==> config.mk <==
export PLATFORM = sky130hd
export DESIGN_NAME = asc_ctrl
export DESIGN_NICKNAME = d
export VERILOG_FILES = /design/src/hw/asc_pkg.sv /design/src/hw/asc_res_mem.sv /design/src/hw/asc_ctrl.sv
export VERILOG_INCLUDE_DIRS = /design/src /design/src/hw
export SDC_FILE = /design/constraint.sdc
export NUM_CORES = 1
export LEC_CHECK = 0
export ABC_CLOCK_PERIOD_IN_PS = 5100
export BUFFER_PORTS_ARGS = -buffer_cell sky130_fd_sc_hd__buf_2
export CAP_MARGIN = 30
export CORE_ASPECT_RATIO = 0.6
export CORE_MARGIN = 3
export CORE_UTILIZATION = 60
export CTS_CLUSTER_SIZE = 40
export DETAILED_ROUTE_END_ITERATION = 8
export PLACE_DENSITY = 0.8
export SYNTH_ARGS = -nofsm -noshare
export SYNTH_HDL_FRONTEND = slang
export SYNTH_SLANG_ARGS = --single-unit
export TNS_END_PERCENT = 30
==> constraint.sdc <==
create_clock -name sys_clk_i -period 5.1 [get_ports sys_clk_i]
set_input_delay 1.275 -clock sys_clk_i [delete_from_list [all_inputs] [get_ports sys_clk_i]]
set_output_delay 1.275 -clock sys_clk_i [all_outputs]
set_load 0.05 [all_outputs]
==> src/hw/asc_regs.svh <==
`ifndef ASC_REGS_SVH
`define ASC_REGS_SVH
// ---------------------------------------------------------------
// register byte offsets
// ---------------------------------------------------------------
`define ASC_MODE_OFF     8'h00
`define ASC_CHSEL_OFF    8'h04
`define ASC_RESULT_OFF   8'h08
`define ASC_RESULT_H_OFF 8'h0C
`define ASC_IRQ_ST_OFF   8'h10
`define ASC_IRQ_MSK_OFF  8'h14
`define ASC_STATUS_OFF   8'h18
`define ASC_CHRES_OFF    8'h1C
// ---------------------------------------------------------------
// mode register fields
// ---------------------------------------------------------------
`define ASC_MODE_EN_BIT  0
`define ASC_MODE_PWR_BIT 1
`define ASC_MODE_SLO_BIT 2
`define ASC_MODE_SHI_BIT 3
`define ASC_MODE_FR_LSB  4
`define ASC_MODE_RST     7'h00
// ---------------------------------------------------------------
// interrupt status bits
// ---------------------------------------------------------------
`define ASC_IRQ_END_BIT  0
`define ASC_IRQ_SUS_BIT  1
`define ASC_IRQ_RST      2'h0
// ---------------------------------------------------------------
// timing, delays in ns, clock period in ns; _CYC, sampling bases and sar step in clock cycles
// ---------------------------------------------------------------
`define ASC_CLK_NS       25
`define ASC_SETTLE_HS_NS 1000
`define ASC_SETTLE_NM_NS 14000
`define ASC_START_DLY_NS 100
`define ASC_SETTLE_HS_CYC ((`ASC_SETTLE_HS_NS + `ASC_CLK_NS - 1) / `ASC_CLK_NS)
`define ASC_SETTLE_NM_CYC ((`ASC_SETTLE_NM_NS + `ASC_CLK_NS - 1) / `ASC_CLK_NS)
`define ASC_START_DLY_CYC ((`ASC_START_DLY_NS + `ASC_CLK_NS - 1) / `ASC_CLK_NS)
`define ASC_SAMP_BASE_HS 8
`define ASC_SAMP_BASE_NM 32
`define ASC_SAR_STEP     4
`endif

==> src/hw/asc_pkg.sv <==
package asc_pkg;
  // ---------------------------------------------------------------
  // sequencer states, one-hot
  // ---------------------------------------------------------------
  typedef enum logic [4:0] {
    ST_IDLE   = 5'b00001,
    ST_DELAY  = 5'b00010,
    ST_SAMPLE = 5'b00100,
    ST_CONV   = 5'b01000,
    ST_DONE   = 5'b10000
  } asc_state_t;
  typedef logic [9:0] asc_code_t;  // converter code width
endpackage

==> src/hw/asc_res_mem.sv <==
`timescale 1ns/1ps
// per-channel store of the last result, registered read data
module asc_res_mem
  import asc_pkg::*;
(
  input  wire logic      sys_clk_i,  // system clock
  input  wire logic      wr_en_i,    // write strobe
  input  wire logic [2:0] wr_addr_i, // written channel
  input  wire asc_code_t wr_data_i,  // written code
  input  wire logic [2:0] rd_addr_i, // read channel
  output asc_code_t      rd_data_o   // registered read data
);
  asc_code_t mem_q [8];  // one word per channel
  // write port
  always_ff @(posedge sys_clk_i) begin
    if (wr_en_i) begin
      mem_q[wr_addr_i] <= wr_data_i;
    end
  end
  // read port, one cycle latency
  always_ff @(posedge sys_clk_i) begin
    rd_data_o <= mem_q[rd_addr_i];
  end
endmodule // asc_res_mem

==> src/hw/asc_ctrl.sv <==
// Added by the designer: the register offsets and register access over APB.
`timescale 1ns/1ps
`include "asc_regs.svh"
// Function
// RQ1: channel-select write keeps conversion-end flag
// RQ2: old-channel end may leave flag set
// RQ3: software clears flag before restarting conversion
// RQ4: software waits settle time before enabling
// RQ5: enable without power marks first result suspect
// RQ6: software discards suspect first result
// RQ7: mode or channel write invalidates result; a same-cycle conversion end leaves it valid
// RQ8: software reads result before mode/channel writes
// RQ9: no result access while main clock stopped
// RQ10: sampling length follows mode register
// RQ11: sampling starts after a start delay
// RQ12: writes take effect after the wait period
// RQ13: no mode writes mid-conversion in normal
// RQ14: conversion end sets flag, pulses interrupt
module asc_ctrl
  import asc_pkg::*;
(
  input  wire logic        sys_clk_i,      // system clock, 40 MHz
  input  wire logic        reset_i,        // async reset, active high
  input  wire logic        psel_i,         // apb select
  input  wire logic        penable_i,      // apb enable
  input  wire logic        pwrite_i,       // apb direction
  input  wire logic [7:0]  paddr_i,        // apb byte address
  input  wire logic [31:0] pwdata_i,       // apb write data
  output logic      [31:0] prdata_o,       // apb read data
  output logic             pready_o,       // apb ready
  output logic             pslverr_o,      // apb error, unmapped
  input  wire logic        comp_i,         // comparator, async
  output logic             sample_o,       // sample and hold gate
  output logic      [2:0]  channel_o,      // analog mux select
  output logic      [9:0]  dac_code_o,     // trial code to dac
  output logic             power_on_o,     // converter power
  output logic             conv_end_irq_o, // one-cycle end pulse
  output logic             irq_o           // masked level interrupt
);
  // ---------------------------------------------------------------
  // functions
  // ---------------------------------------------------------------
  // sampling length in cycles from speed and fine select
  function automatic logic [7:0] asc_samp_cycles(input logic [1:0] spd,
                                                 input logic [1:0] fr);
    logic [7:0] base;
    base = (spd == 2'h0) ? 8'(`ASC_SAMP_BASE_NM) : 8'(`ASC_SAMP_BASE_HS);
    return 8'(base * ({6'h00, fr} + 8'h01));
  endfunction
  // address match for one register
  function automatic logic asc_hit(input logic [7:0] a, input logic [7:0] off);
    return a == off;
  endfunction

  // ---------------------------------------------------------------
  // declarations
  // ---------------------------------------------------------------
  logic       ready_q;        // wait state done
  logic       wr_en;          // write completes this cycle
  logic [6:0] mode_q;         // adc_mode_reg
  logic [2:0] chsel_q;        // channel_select_reg
  asc_code_t  result_q;       // conv_result_reg
  logic       result_vld_q;   // result defined
  logic [1:0] irq_st_q;       // adc_irq_ctrl status, w1c
  logic [1:0] irq_msk_q;      // interrupt mask
  logic [9:0] settle_q;       // power settle countdown
  logic       suspect_q;      // next result may be inaccurate
  asc_state_t state_q;        // sequencer state
  logic [7:0] timer_q;        // delay, sample, step timer
  logic [3:0] bit_q;          // sar bit index
  asc_code_t  trial_q;        // sar trial code
  logic       comp_m_q;       // comparator sync stage 1
  logic       comp_s_q;       // comparator sync stage 2
  asc_code_t  mem_rd;         // channel store read data
  logic       done;           // conversion finished this cycle
  logic       en_bit;         // conv_enable_bit
  logic       pwr_bit;        // conv_power_on_bit
  logic [1:0] spd;            // speed_select_hi, speed_select_lo
  logic       wr_mode;        // mode register written
  logic       wr_chsel;       // channel register written
  logic       en_rise;        // enable written from 0 to 1
  logic [31:0] rd_mux;        // read data select

  assign en_bit  = mode_q[`ASC_MODE_EN_BIT];
  assign pwr_bit = mode_q[`ASC_MODE_PWR_BIT];
  assign spd     = {mode_q[`ASC_MODE_SHI_BIT], mode_q[`ASC_MODE_SLO_BIT]};
  assign done    = (state_q == ST_DONE);

  // ---------------------------------------------------------------
  // apb slave
  // ---------------------------------------------------------------
  // one wait state; every register write lands at the completing edge
  always_ff @(posedge sys_clk_i or posedge reset_i) begin
    if (reset_i) begin
      ready_q <= 1'b0;
    end else begin
      ready_q <= psel_i & penable_i & ~ready_q;
    end
  end
  assign pready_o = ready_q;
  assign wr_en    = psel_i & penable_i & pwrite_i & ready_q;  // RQ12
  assign wr_mode  = wr_en & asc_hit(paddr_i, `ASC_MODE_OFF);
  assign wr_chsel = wr_en & asc_hit(paddr_i, `ASC_CHSEL_OFF);
  assign en_rise  = wr_mode & pwdata_i[`ASC_MODE_EN_BIT] & ~en_bit;

  // read data select
  always_comb begin
    rd_mux = 32'h0000_0000;
    case (paddr_i)
      `ASC_MODE_OFF:     rd_mux = {25'h0, mode_q};
      `ASC_CHSEL_OFF:    rd_mux = {29'h0, chsel_q};
      `ASC_RESULT_OFF:   rd_mux = {22'h0, result_q};
      `ASC_RESULT_H_OFF: rd_mux = {24'h0, result_q[9:2]};
      `ASC_IRQ_ST_OFF:   rd_mux = {30'h0, irq_st_q};
      `ASC_IRQ_MSK_OFF:  rd_mux = {30'h0, irq_msk_q};
      `ASC_STATUS_OFF:   rd_mux = {20'h0, state_q, 4'h0, (settle_q == 10'h000),
                                   suspect_q, result_vld_q};
      `ASC_CHRES_OFF:    rd_mux = {22'h0, mem_rd};
      default:           rd_mux = 32'h0000_0000;
    endcase
  end

  // read data and error captured in the wait cycle
  always_ff @(posedge sys_clk_i or posedge reset_i) begin
    if (reset_i) begin
      prdata_o  <= 32'h0000_0000;
      pslverr_o <= 1'b0;
    end else if (psel_i & penable_i & ~ready_q) begin
      prdata_o  <= pwrite_i ? 32'h0000_0000 : rd_mux;
      pslverr_o <= (paddr_i[1:0] != 2'h0) | (paddr_i > `ASC_CHRES_OFF);
    end else begin
      pslverr_o <= 1'b0;
    end
  end

  // ---------------------------------------------------------------
  // control registers
  // ---------------------------------------------------------------
  // mode, channel and mask written only at completion
  always_ff @(posedge sys_clk_i or posedge reset_i) begin
    if (reset_i) begin
      mode_q    <= `ASC_MODE_RST;
      chsel_q   <= 3'h0;
      irq_msk_q <= `ASC_IRQ_RST;
    end else begin
      if (wr_mode) begin
        mode_q <= pwdata_i[6:0];  // RQ12
      end
      if (wr_chsel) begin
        chsel_q <= pwdata_i[2:0];  // RQ12
      end
      if (wr_en & asc_hit(paddr_i, `ASC_IRQ_MSK_OFF)) begin
        irq_msk_q <= pwdata_i[1:0];
      end
    end
  end
  assign power_on_o = pwr_bit;
  assign channel_o  = chsel_q;

  // ---------------------------------------------------------------
  // power settle tracking
  // ---------------------------------------------------------------
  // countdown restarts when power is switched on
  always_ff @(posedge sys_clk_i or posedge reset_i) begin
    if (reset_i) begin
      settle_q <= 10'h000;
    end else if (wr_mode & pwdata_i[`ASC_MODE_PWR_BIT] & ~pwr_bit) begin
      settle_q <= (pwdata_i[`ASC_MODE_SHI_BIT:`ASC_MODE_SLO_BIT] == 2'h0)
                  ? 10'(`ASC_SETTLE_NM_CYC) : 10'(`ASC_SETTLE_HS_CYC);
    end else if (~pwr_bit) begin
      settle_q <= 10'h000;
    end else if (settle_q != 10'h000) begin
      settle_q <= settle_q - 10'h001;
    end
  end

  // first result after an early or unpowered enable is marked
  always_ff @(posedge sys_clk_i or posedge reset_i) begin
    if (reset_i) begin
      suspect_q <= 1'b0;
    end else if (en_rise) begin
      suspect_q <= ~pwdata_i[`ASC_MODE_PWR_BIT] | ~pwr_bit |
                   (settle_q != 10'h000);  // RQ5
    end else if (done) begin
      suspect_q <= 1'b0;
    end
  end

  // ---------------------------------------------------------------
  // comparator synchroniser
  // ---------------------------------------------------------------
  always_ff @(posedge sys_clk_i or posedge reset_i) begin
    if (reset_i) begin
      comp_m_q <= 1'b0;
      comp_s_q <= 1'b0;
    end else begin
      comp_m_q <= comp_i;
      comp_s_q <= comp_m_q;
    end
  end

  // ---------------------------------------------------------------
  // conversion sequencer
  // ---------------------------------------------------------------
  // idle, start delay, sample, sar steps, done, then resample
  always_ff @(posedge sys_clk_i or posedge reset_i) begin
    if (reset_i) begin
      state_q <= ST_IDLE;
      timer_q <= 8'h00;
      bit_q   <= 4'h0;
      trial_q <= 10'h000;
    end else if (~en_bit) begin
      state_q <= ST_IDLE;  // stop at once when disabled
      timer_q <= 8'h00;
    end else begin
      case (state_q)
        ST_IDLE: begin
          state_q <= ST_DELAY;  // RQ11
          timer_q <= 8'(`ASC_START_DLY_CYC - 1);
        end
        ST_DELAY: begin
          if (timer_q == 8'h00) begin
            state_q <= ST_SAMPLE;
            timer_q <= asc_samp_cycles(spd, mode_q[5:4]) - 8'h01;  // RQ10
          end else begin
            timer_q <= timer_q - 8'h01;
          end
        end
        ST_SAMPLE: begin
          if (timer_q == 8'h00) begin
            state_q <= ST_CONV;
            trial_q <= 10'h200;
            bit_q   <= 4'h9;
            timer_q <= 8'(`ASC_SAR_STEP - 1);
          end else begin
            timer_q <= timer_q - 8'h01;
          end
        end
        ST_CONV: begin
          if (timer_q != 8'h00) begin
            timer_q <= timer_q - 8'h01;
          end else begin
            // keep the trial bit when input is at or above it
            trial_q[bit_q] <= comp_s_q;
            timer_q        <= 8'(`ASC_SAR_STEP - 1);
            if (bit_q == 4'h0) begin
              state_q <= ST_DONE;
            end else begin
              trial_q[bit_q - 4'h1] <= 1'b1;
              bit_q                 <= bit_q - 4'h1;
            end
          end
        end
        ST_DONE: begin
          state_q <= ST_SAMPLE;  // continuous conversion
          timer_q <= asc_samp_cycles(spd, mode_q[5:4]) - 8'h01;  // RQ10
        end
        default: begin
          state_q <= ST_IDLE;
        end
      endcase
    end
  end
  assign sample_o   = (state_q == ST_SAMPLE);
  assign dac_code_o = trial_q;

  // ---------------------------------------------------------------
  // result register
  // ---------------------------------------------------------------
  // mode or channel write leaves the result undefined unless a conversion ends in the same cycle
  always_ff @(posedge sys_clk_i or posedge reset_i) begin
    if (reset_i) begin
      result_q     <= 10'h000;
      result_vld_q <= 1'b0;
    end else if (done) begin
      result_q     <= trial_q;  // RQ14
      result_vld_q <= 1'b1;
    end else if (wr_mode | wr_chsel) begin
      result_vld_q <= 1'b0;  // RQ7
    end
  end

  asc_res_mem u_mem (
    .sys_clk_i (sys_clk_i),
    .wr_en_i   (done),
    .wr_addr_i (chsel_q),
    .wr_data_i (trial_q),
    .rd_addr_i (chsel_q),
    .rd_data_o (mem_rd)
  );

  // ---------------------------------------------------------------
  // interrupts
  // ---------------------------------------------------------------
  // sticky flags, write one to clear, set wins; channel write ignored
  always_ff @(posedge sys_clk_i or posedge reset_i) begin
    if (reset_i) begin
      irq_st_q <= `ASC_IRQ_RST;
    end else begin
      if (wr_en & asc_hit(paddr_i, `ASC_IRQ_ST_OFF)) begin
        irq_st_q <= irq_st_q & ~pwdata_i[1:0];  // RQ1
      end
      if (done) begin
        irq_st_q[`ASC_IRQ_END_BIT] <= 1'b1;  // RQ14 RQ2
        if (suspect_q) begin
          irq_st_q[`ASC_IRQ_SUS_BIT] <= 1'b1;  // RQ5
        end
      end
    end
  end

  // end pulse registered from done
  always_ff @(posedge sys_clk_i or posedge reset_i) begin
    if (reset_i) begin
      conv_end_irq_o <= 1'b0;
    end else begin
      conv_end_irq_o <= done;  // RQ14
    end
  end
  assign irq_o = |(irq_st_q & irq_msk_q);

  // ---------------------------------------------------------------
  // assertions
  // ---------------------------------------------------------------
  logic [7:0] samp_run_q;  // cycles spent sampling
  logic [7:0] samp_len_q;  // expected sampling length
  always_ff @(posedge sys_clk_i or posedge reset_i) begin
    if (reset_i) begin
      samp_run_q <= 8'h00;
      samp_len_q <= 8'h00;
    end else if (sample_o) begin
      samp_run_q <= samp_run_q + 8'h01;
    end else begin
      samp_run_q <= 8'h00;
      samp_len_q <= asc_samp_cycles(spd, mode_q[5:4]);
    end
  end
endmodule // asc_ctrl

== Word-level counts from Yosys, hierarchy flattened ==
Memories as Yosys holds them, arrays and structs flattened. A register that Yosys moved wholly into a read port is not among the register bits.
Index checks and enable logic that the tools add are counted.
Storage, ports and cells
  latch bits: 0
  input port bits: 46
  memory bits (read-only): 0
  memories kept: 1
  register bits: 100
  RAM bits: 80
Memory list
  u_mem.mem_q: words 8, bits a word 10, read ports 1, clocked after Yosys merged registers in 1, wr ports 1, RTL line asc_res_mem.sv:13  | asc_code_t mem_q [8];
Cells by class
  equal/unequal tests: 21
  muxes and demuxes: 41
  $lt $le $gt $ge: 5
  bitwise operators: 24
  shift-type cells: 0
  add/subtract/negate cells: 5
  $mul: 1
  divide/modulo/power cells: 0
  reductions and logical operators: 19
Operators by type and width (count)
  12-bit one-hot mux with 8 select lines: 1
  10-bit 2-to-1 mux: 7
  8-bit one-hot mux with 5 select lines: 1
  8-bit by 5-bit == test with 1-bit output, second input constant: 4
  32-bit 2-to-1 mux: 1
  8-bit 2-to-1 mux: 4
  5-bit 2-to-1 mux: 5
  5-bit one-hot mux with 5 select lines: 1
  10-bit one-hot mux with 2 select lines: 1
  8-bit by 4-bit == test with 1-bit output, second input constant: 2
  8-bit logical NOT: 2
  8-bit by 1-bit subtractor with 8-bit output, second input constant: 2
  1-bit AND: 12
  4-bit 2-to-1 mux: 3
  10-bit bitwise mux: 1
  10-bit logical NOT: 1
  4-bit by 5-bit < comparator with 1-bit output, second input constant: 2
  1-bit 2-to-1 mux: 10
  10-bit OR: 1
  10-bit nonzero test: 1
  2-bit nonzero test: 5
  10-bit by 1-bit subtractor with 10-bit output, second input constant: 1
  3-bit != test, second input constant: 3
  1-bit demux with 4-bit select: 2
  other kinds (30): 43

== Longest topological paths before layout ==
Gate-level depths: netlist of run 1.
  depth in word-level cells: 9
  depth in mapped cells: 9
  mapped depth without buffers: 9

== Cells and area by module ==
A second synthesis of run 1 with hierarchy kept.
Second synthesis, totals
  cells, all modules: 651
  area, all modules: 8090.3 µm²
Modules (own cells, without submodules)
  asc_ctrl: sequential area each 2003.2 µm², cells an instance 513, area each 4757.1 µm², instances 1
  asc_res_mem: sequential area each 2602.5 µm², cells an instance 138, area each 3333.2 µm², instances 1

== Least setup slack after synthesis of run 1 ==
Ideal clock, no wire load.
  path type: flip-flop to flip-flop
  start point: register chsel_q[0] (netlist: channel_o[0])
  end point: memory u_mem.mem_q[1][0] (netlist name) (enable)
  setup time: 0.390 ns
  slack: 2.322 ns
  arrival: 2.388 ns
  clock period less this slack: 2.778 ns
  stages on the path, launching flop included: 6
  data required time: 4.710 ns
  path through: dfrtp_1 > clkbuf_1 > clkbuf_1 > buf_1 > nand2_1 > nor3_1
RTL lines
  start, declared: RTL line asc_ctrl.sv:61  | logic [2:0] chsel_q;
  start signal, assigned: RTL line asc_ctrl.sv:150  | chsel_q <= pwdata_i[2:0];
  end, declared: RTL line asc_res_mem.sv:13
No word-level cell before the write port.

== Worst setup path after layout of run 1 ==
  start point: register state_q[1]
  end point: output port sample_o
Between the ends
  cells in the longest elaborated chain, start to end: 1
RTL lines
  start, declared: RTL line asc_ctrl.sv:68  | asc_state_t state_q;
  start signal, assigned: RTL line asc_ctrl.sv:208  | state_q <= ST_IDLE;
  start signal, assigned: RTL line asc_ctrl.sv:213  | state_q <= ST_IDLE;
  start signal, assigned: RTL line asc_ctrl.sv:218  | state_q <= ST_DELAY;
  5-bit by 3-bit == test with 1-bit output: RTL line asc_ctrl.sv:264  | assign sample_o = (state_q == ST_SAMPLE);
  end, declared: RTL line asc_ctrl.sv:33  | output logic sample_o,
No other way between the ends.

==> impl_metrics.env, run 1 <==
export IMPL_mostFrequentLayoutCells="85 x nand2_1, 80 x edfxtp_1, 79 x dfrtp_1"
export IMPL_grt_pass1_wl_mm=29.6
export IMPL_worstPathCellList="nor2_1, nand3_1, inv_1, buf_2"
export IMPL_max_freq_mhz=323
export IMPL_drtPass1Iterations=5
export IMPL_synth_compound_area_share_pct=12.4
export IMPL_clk_latency_ns=0.42
export IMPL_ys_ff_latch=170
export IMPL_p_total_mw=2.88
export IMPL_place_ws_ns=1.91
export IMPL_synth_edf_count=80
export IMPL_period_share_pct=60.7
export IMPL_power_density_nw_per_um2=318
export IMPL_syn_cell_area_sq_um=8180
export IMPL_placed_cells=894
export IMPL_tritoncts="yes"
export IMPL_pwr_share_seq_pct=52.4
export IMPL_final_cells=927
export IMPL_switching_share_pct=23.9
export IMPL_hold_viol=0
export IMPL_grt_pass1_vias=5571
export IMPL_wl_per_cell_um=20.1
export IMPL_pwr_share_comb_pct=6.7
export IMPL_grt_usage_pct=25.8
export IMPL_leakagePower_nw=3.52
export IMPL_nets=804
export IMPL_cts_sink_count=170
export IMPL_dp_hpwl_mm=13.0
export IMPL_critPathMaxFanout=9
export IMPL_synthAdderAreaFrac_pct=2.14
export IMPL_rsz0062_at_grt="no"
export IMPL_seqCellArea_sq_um=4610
export IMPL_setup_viol=0
export IMPL_switching_power_mw=0.689
export IMPL_grt_max_degree=42
export IMPL_fin_skew_ns=0.00679
export IMPL_vias=5790
export IMPL_postCtsSetupBuffers=0
export IMPL_postCtsHoldBufs=0
export IMPL_startpoint_type="flip-flop"
export IMPL_diodes=0
export IMPL_place_gp_congestion=0.865
export IMPL_die_h_um=96.4
export IMPL_critPathMaxStageDelay_ns=0.52
export IMPL_antenna_found_initial=0
export IMPL_fillers=907
export IMPL_crit_family="flip-flops"
export IMPL_cpMaxStageDelayCell="dfrtp_1"
export IMPL_antenna_left=0
export IMPL_placed_area_sq_um=8490
export IMPL_syn2layout_area_growth_pct=10.4
export IMPL_worst_hold_slack_ns=0.357
export IMPL_required_ns=3.83
export IMPL_status="finished clean"
export IMPL_clkPwrFrac_pct=40.8
export IMPL_critical_path_arrival_ns=1.82
export IMPL_ys_warn_count=0
export IMPL_synthMuxAreaShare_pct=9.09
export IMPL_portBuffers=51
export IMPL_synth_ff_type="edfxtp_1"
export IMPL_numCtsBuffers=17
export IMPL_die_w_um=157
export IMPL_start_util_pct=62.5
export IMPL_path_buf_inv=2
export IMPL_multi_input_area_sq_um=3230
export IMPL_cts_root_buf="clkbuf_16"
export IMPL_ys_seq_area_share_pct=56.3
export IMPL_synth_cells=702
export IMPL_dieArea_sq_um=15100
export IMPL_fin_ws_ns=2.00
export IMPL_cp_end_kind="output pin"
export IMPL_postSynth_asyncResetShare_pct=47.1
export IMPL_min_path_type="reg -> reg"
export IMPL_syn_avg_cell_area_sq_um=11.7
export IMPL_period_minus_slack_ns=3.10
export IMPL_drt_iter0_markers=673
export IMPL_htree_levels=4
export IMPL_drive_above_1_share_pct=20.1
export IMPL_power_internal_mw=2.19
export IMPL_synth_top_family_by_area="simple AND/OR/NAND/NOR gates"
export IMPL_yosys_area_share_simple_pct=13.5
export IMPL_path_class="reg -> out"
export IMPL_report_final_slew_viol_count=0
export IMPL_vdd_drop_max_mv=0.228
export IMPL_wirelength_mm=18.7
export IMPL_ys_types=72
export IMPL_cts_resized=0
export IMPL_utilization_pct=69.0
export IMPL_rows=32
export IMPL_layout_commonest_cell="nand2_1"
export IMPL_finish_instance_area_sq_um=9030
export IMPL_clock_path_buffers=2
export IMPL_max_slew_worst_pin_slew_ns=0.752
export IMPL_drv_cap=0
export IMPL_viasPerCell=6.25
export IMPL_clk_pin_slew_ns=0.06
export IMPL_slew_headroom_pct=49.5
export IMPL_synth_xor_area_share_pct=1.18
export IMPL_drc_errors=0
export IMPL_fin_tns_setup_ns=0
export IMPL_overflow=0
export IMPL_core_sq_um=13100
export IMPL_pin_count=97
-- synthesized netlist by cell type (4+ instances only) --
cell type | n | area, sq um
a22o_1 | 5 | 43.8
edfxtp_1 | 80 | 2400
mux2i_1 | 18 | 180
ha_1 | 14 | 175
nand2_1 | 85 | 319
a211oi_1 | 7 | 52.6
buf_4 | 21 | 158
xor2_1 | 6 | 52.6
nor2_1 | 45 | 169
a31oi_1 | 10 | 62.6
dfrtp_1 | 79 | 1980
nand3b_1 | 5 | 37.5
a21o_1 | 6 | 45.0
clkbuf_1 | 21 | 78.8
nor4_1 | 9 | 56.3
nor3_1 | 13 | 65.1
o21ai_0 | 40 | 200
nand2b_1 | 8 | 50.1
mux4_2 | 12 | 270
a21oi_1 | 16 | 80.1
a22oi_1 | 13 | 97.6
mux2_2 | 26 | 293
or2_2 | 4 | 25.0
buf_1 | 6 | 22.5
buf_2 | 7 | 35.0
a32oi_1 | 4 | 35.0
inv_1 | 19 | 71.3
dfxtp_1 | 10 | 200
o21ai_1 | 6 | 30.0
nor2b_1 | 7 | 43.8
o22ai_1 | 6 | 37.5
or4_1 | 4 | 30.0
and3_1 | 11 | 68.8
nand3_1 | 10 | 50.1
o31ai_1 | 6 | 45.0
xnor2_1 | 5 | 43.8
a221oi_1 | 8 | 70.1
-- area by class of cell --
cell class / instances / area share, %
Clock buffer: 23 / 5.18
Clock inverter: 9 / 0.762
Inverter: 21 / 0.942
Multi-Input combinational cell: 470 / 35.7
Sequential cell: 170 / 51.0
Tap cell: 170 / 2.35
Timing Repair Buffer: 64 / 4.03
-- state kept, by name, summed over array words and instances (netlist names), 2 cells and up --
signal	flops
bit_q	4
channel_o	3
dac_code_o	10
irq_msk_q	2
irq_st_q	2
mode_q	7
prdata_o	12
result_q	10
settle_q	10
state_q	5
timer_q	8
u_mem.mem_q	80
u_mem.rd_data_o	10
-- power by group through the flow --
stage / clock network (mW) / registers [mW] / logic, mW
after detailed placement: 0 / 1.53 / 0.193
after global routing: 1.24 / 1.51 / 0.215
after CTS: 1.18 / 1.51 / 0.193
after floorplan: 0 / 1.53 / 0.166
after global placement: 0 / 1.53 / 0.185
final: 1.17 / 1.51 / 0.193
-- worst register-to-register path, cell delays in order (launching register included) --
cell and delay, ns:
dfrtp_1 0.52, nand2b_1 0.21, or4_1 0.50, inv_6 0.21
nand2_1 0.15, nor2_1 0.50, buf_4 0.27
-- routing by layer --
layer	up-vias	global-route usage (%)	share of wire [%]	routed length [um]
met5	-	0	0	0
met4	0	7.94	1.4	258
met3	31	6.32	8.7	1620
met2	283	38.7	45	8360
met1	2831	37.7	45	8420
li1	2645	-	-	-
-- path summary, 6_finish.rpt --
| check | start | end | slack (ns) | cells after the start |
|---|---|---|---|---|
| min in group asynchronous | reset_i | timer_q[4] | 0.95 | 2 |
| worst min register to register | comp_m_q | comp_s_q | 0.36 | 0 |
| worst max-delay path | state_q[1] | sample_o | 2.00 | 4 |
| max in group asynchronous | reset_i | result_q[3] | 3.21 | 3 |
| worst min-delay path | comp_m_q | comp_s_q | 0.36 | 0 |
| worst max register to register | state_q[1] | u_mem.mem_q[7][1] | 2.45 | 6 |
-- kinds of logic after synthesis --
group,after synthesis
xor gates and xnor gates,11
other,1
muxes,56
and+or+nand+nor,220
DFF,170
adders and majority gates,14
AOI/OAI and AO/OA,149
buffers and inverters,81
(Power assumes the default switching activity.)
==> inputs of run 2 (changes only) <==
ABC_CLOCK_PERIOD_IN_PS = 3100   (was 5100)
CORE_UTILIZATION = 58   (was 60)
PLACE_DENSITY = 0.77   (was 0.8)
clock period = 3.1 ns   (was 5.1 ns; I/O delays follow)
==> impl_metrics.env, run 2 (synthesis results as in run 1) <==
export IMPL_status="finished clean"
export IMPL_rr_endpoint="u_mem.mem_q[7][0]"
export IMPL_drt_iter0_markers=544
export IMPL_drv_cap=0
export IMPL_period_minus_slack_ns=2.59
export IMPL_cp_end_kind="output pin"
export IMPL_slew_headroom_pct=55.7
export IMPL_postCtsHoldBufs=0
export IMPL_overflow=0
export IMPL_drtPass1Iterations=5
export IMPL_start_util_pct=61.5
export IMPL_dr_wl_met3_mm=1.70
export IMPL_wl_met2_mm=8.60
export IMPL_grt_pass1_vias=5808
export IMPL_core_sq_um=13300
export IMPL_rsz0062_at_grt="no"
export IMPL_startpoint_type="flip-flop"
export IMPL_diodes=0
export IMPL_numCtsBuffers=17
export IMPL_cpMaxStageDelayCell="dfrtp_1"
export IMPL_htree_levels=4
export IMPL_dieArea_sq_um=15600
export IMPL_setup_viol=0
export IMPL_reg_largest_list="u_mem.mem_q: 80 flops, prdata_o: 12 flops"
export IMPL_clk_latency_ns=0.43
export IMPL_critPathMaxFanout=9
export IMPL_min_from="comp_m_q"
export IMPL_die_h_um=98.0
export IMPL_syn2layout_area_growth_pct=11.6
export IMPL_hold_path_depth=0
export IMPL_cts_sink_count=170
export IMPL_largest_register="u_mem.mem_q"
export IMPL_mostFrequentLayoutCells="85 x nand2_1, 80 x edfxtp_1, 79 x dfrtp_1"
export IMPL_min_path_type="reg -> reg"
export IMPL_wirelength_mm=19.3
export IMPL_portBuffers=51
export IMPL_r2r_start="state_q[1]"
export IMPL_power_density_nw_per_um2=540
export IMPL_path_class="reg -> out"
export IMPL_wl_per_cell_um=20.4
export IMPL_fin_tns_setup_ns=0
export IMPL_drc_errors=0
export IMPL_required_ns=2.32
export IMPL_nets=810
export IMPL_clk_pin_slew_ns=0.06
export IMPL_drive_above_1_share_pct=20.4
export IMPL_max_slew_worst_pin_slew_ns=0.664
export IMPL_grt_max_degree=81
export IMPL_p_total_mw=4.93
export IMPL_max_freq_mhz=386
export IMPL_vdd_drop_max_mv=0.323
export IMPL_tritoncts="yes"
export IMPL_pin_count=97
export IMPL_fillers=966
export IMPL_critical_path_arrival_ns=1.81
export IMPL_r2r_slack_ns=0.60
export IMPL_vias=5909
export IMPL_viasPerCell=6.22
export IMPL_fin_skew_ns=0.0102
export IMPL_worstPathCellList="nor2_1, nand3_1, inv_1, buf_2"
export IMPL_critPathMaxStageDelay_ns=0.51
export IMPL_clock_path_buffers=2
export IMPL_grt_usage_pct=25.8
export IMPL_hold_viol=0
export IMPL_highest_layer="met4"
export IMPL_r2r_cells=6
export IMPL_largest_reg_flops=80
export IMPL_wl_met1_mm=8.72
export IMPL_rows=32
export IMPL_report_final_slew_viol_count=0
export IMPL_dp_hpwl_mm=13.2
export IMPL_period_share_pct=83.5
export IMPL_cts_resized=0
export IMPL_die_w_um=159
export IMPL_place_gp_congestion=0.896
export IMPL_antenna_found_initial=0
export IMPL_leakagePower_nw=3.58
export IMPL_postCtsSetupBuffers=0
export IMPL_antenna_left=0
export IMPL_cts_root_buf="clkbuf_16"
export IMPL_hold_path_end="comp_s_q"
export IMPL_grt_pass1_wl_mm=31.6
export IMPL_layout_commonest_cell="nand2_1"
[run 2: worst max-delay path: cells and delay by family, from the launching register on]
| family | cells | cell delay, ns |
|---|---|---|
| flip-flops | 1 | 0.51 |
| buffers and inverters | 2 | 0.44 |
| AND/OR/NAND/NOR | 2 | 0.44 |
[run 2: area by class of cell]
cell class	count	area [sq um]	share of cell area, %
multi-input combinational	470	3210	35.2
timing repair buffer	70	410	4.49
clock buffer	20	447	4.89
inverter	21	85.1	0.932
sequential	170	4610	50.4
tap	187	234	2.56
clock inverter	12	138	1.51
[run 2: worst max path at each step]
stage | startpoint | to | slack (ns) | cells past startpoint
after detailed placement | paddr_i[3] | settle_q[9] | 0.54 | 6
after floorplan | reset_i | bit_q[0] | 0.27 | 1
after global routing | state_q[1] | sample_o | 0.38 | 4
final | state_q[1] | sample_o | 0.51 | 4
after CTS | state_q[1] | sample_o | 0.52 | 4
after global placement | paddr_i[3] | settle_q[9] | 0.68 | 6
[run 2: routing by layer]
metal  global-route usage, %  vias to the layer above
li1                        -                     2649
met2                    38.0                      280
met5                       0                        -
met1                    38.1                     2951
met4                    8.41                        0
met3                    6.23                       29
[run 2: through the flow]
stage          util, %  instances  setup slack (ns)  instance area [sq um]  hold slack [ns]
2_1_floorplan        -        721             0.275                   8250            0.331
3_3_place_gp      64.3        918             0.675                   8550            0.334
3_5_place_dp      64.3        918             0.539                   8550            0.335
4_1_cts           68.7        950             0.523                   9130            0.350
5_1_grt           68.7        950             0.383                   9130            0.372
6_report          68.7        950             0.511                   9130            0.350
[run 2: power by group]
part | total [mW] | leakage, nW | internal [mW] | switching, mW
Combinational | 0.333 | 1.59 | 0.118 | 0.215
Sequential | 2.49 | 1.71 | 2.41 | 0.0778
Clock | 2.11 | 0.283 | 1.22 | 0.893
==> inputs of run 3 (changes only) <==
ABC_CLOCK_PERIOD_IN_PS = 2100   (was 3100)
CORE_UTILIZATION = 53   (was 58)
PLACE_DENSITY = 0.74   (was 0.77)
clock period = 2.1 ns   (was 3.1 ns; I/O delays follow)
==> impl_metrics.env, run 3 (synthesis results as in run 1) <==
export IMPL_report_final_slew_viol_count=0
export IMPL_rsz0062_at_grt="yes"
export IMPL_crit_family="buffers and inverters"
export IMPL_diodes=0
export IMPL_use_met3_pct=5.64
export IMPL_cts_sink_count=170
export IMPL_largest_reg_flops=80
export IMPL_period_share_pct=99.5
export IMPL_drv_cap=0
export IMPL_pin_count=97
export IMPL_vdd_drop_max_mv=0.391
export IMPL_drt_iter0_markers=607
export IMPL_drc_errors=0
export IMPL_slew_headroom_pct=61.6
export IMPL_cts_root_buf="clkbuf_16"
export IMPL_grt_max_degree=81
export IMPL_hold_path_end="comp_m_q"
export IMPL_busiest_layer="met1"
export IMPL_clk_pin_slew_ns=0.07
export IMPL_setup_viol=0
export IMPL_largest_register="u_mem.mem_q"
export IMPL_critPathMaxFanout=9
export IMPL_syn2layout_area_growth_pct=17.7
export IMPL_viasPerCell=6.09
export IMPL_grt_usage_pct=24.9
export IMPL_use_met2_pct=36.7
export IMPL_worstPathCellList="buf_4, nor2_2, nand3_2, inv_2, buf_6"
export IMPL_reg_largest_list="u_mem.mem_q: 80 flops, prdata_o: 12 flops"
export IMPL_rows=34
export IMPL_hold_viol=0
export IMPL_status="finished clean"
export IMPL_startpoint_type="flip-flop"
export IMPL_mostFrequentLayoutCells="82 x nand2_1, 80 x edfxtp_1, 76 x dfrtp_1"
export IMPL_pwr_share_comb_pct=6.8
export IMPL_critPathMaxStageDelay_ns=0.36
export IMPL_grt_pass1_vias=5871
export IMPL_clkPwrFrac_pct=43.3
export IMPL_antenna_found_initial=0
export IMPL_die_w_um=166
export IMPL_fin_skew_ns=0.0182
export IMPL_vias=6076
export IMPL_clock_path_buffers=2
export IMPL_htree_levels=4
export IMPL_min_path_type="in -> reg"
export IMPL_max_freq_mhz=479
export IMPL_cpMaxStageDelayCell="dfstp_2"
export IMPL_rr_endpoint="timer_q[7]"
export IMPL_switching_power_mw=1.96
export IMPL_die_h_um=102
export IMPL_path_class="reg -> out"
export IMPL_wirelength_mm=20.5
export IMPL_wl_per_cell_um=20.5
export IMPL_leakagePower_nw=3.78
export IMPL_tritoncts="yes"
export IMPL_drive_above_1_share_pct=27.7
export IMPL_switching_share_pct=26.8
export IMPL_required_ns=1.57
export IMPL_overflow=0
export IMPL_cp_end_kind="output pin"
export IMPL_pwr_share_seq_pct=49.9
export IMPL_use_met1_pct=37.8
export IMPL_clk_latency_ns=0.43
export IMPL_critical_path_arrival_ns=1.56
export IMPL_dp_hpwl_mm=14.1
export IMPL_portBuffers=51
export IMPL_power_internal_mw=5.36
export IMPL_min_from="comp_i"
export IMPL_power_density_nw_per_um2=760
export IMPL_grt_pass1_wl_mm=32.9
export IMPL_start_util_pct=55.3
export IMPL_max_slew_worst_pin_slew_ns=0.571
export IMPL_fillers=1110
export IMPL_r2r_cells=9
export IMPL_r2r_slack_ns=0.06
export IMPL_drtPass1Iterations=5
export IMPL_place_gp_congestion=0.915
export IMPL_numCtsBuffers=17
export IMPL_dieArea_sq_um=17000
export IMPL_layout_commonest_cell="nand2_1"
export IMPL_utilization_pct=65.1
export IMPL_path_buf_inv=3
export IMPL_antenna_left=0
export IMPL_worst_hold_slack_ns=0.198
export IMPL_placed_cells=962
export IMPL_r2r_start="mode_q[4]"
export IMPL_final_cells=997
export IMPL_hold_path_depth=1
export IMPL_nets=846
export IMPL_period_minus_slack_ns=2.09
export IMPL_core_sq_um=14800
-- run 3: cell count changes in the layout (fill, tap and decap cells not counted), sizes merged --
cell,change
buf,+36
inv,+4
clkbuf,-3
bufinv,-2
clkinvlp,+1
-- run 3: area by class of cell --
class	count	area [sq um]	area share [%]
Timing Repair Buffer	106	712	7.39
Clock buffer	17	425	4.42
Tap cell	198	248	2.57
Multi-Input combinational cell	470	3360	34.9
Sequential cell	170	4610	47.9
Inverter	21	87.6	0.909
Clock inverter	15	185	1.92
-- run 3: timing repair --
action,in CTS,in global routing
setup endpoints to repair,3,26
pin swaps,7,7
hold buffers,0,0
buffers inserted,1,2
gates resized for setup,19,10
-- run 3: power groups by stage --
stage / registers, mW / logic, mW / clock network, mW
2_1_floorplan: 3.71 / 0.403 / 0
3_3_place_gp: 3.71 / 0.468 / 0
3_5_place_dp: 3.72 / 0.493 / 0
4_1_cts: 3.65 / 0.497 / 3.21
5_1_grt: 3.68 / 0.553 / 3.35
6_report: 3.66 / 0.496 / 3.17
-- run 3: how the worst max path moves through the flow --
stage                       from                 to  slack, ns  cells past startpoint
finish                state_q[0]           sample_o       0.01                      5
global route           mode_q[5]         timer_q[6]      -0.06                      8
CTS                    mode_q[5]         timer_q[7]      0.003                      8
detailed placement     mode_q[4]         timer_q[7]      -0.20                      8
global placement       mode_q[4]         timer_q[7]      -0.10                      8
floorplan           channel_o[0]  u_mem.mem_q[7][0]      -0.39                      5
-- run 3: per-layer routing --
| metal | share of wire [%] | routed length (um) |
|---|---|---|
| met1 | 47 | 9660 |
| met2 | 44 | 9010 |
| met3 | 7.4 | 1510 |
| met4 | 1.3 | 276 |
| met5 | 0 | 0 |
-- run 3: stage by stage --
stage,power (mW),setup slack (ns),cell area (sq um),setup TNS [ns]
floorplan,4.11,-0.393,8290,-24.88
global placement,4.18,-0.104,8860,-0.154
detailed placement,4.22,-0.201,8860,-0.301
CTS,7.36,0.00267,9570,0
global route,7.58,-0.0614,9630,-0.142
finish,7.32,0.0110,9630,0
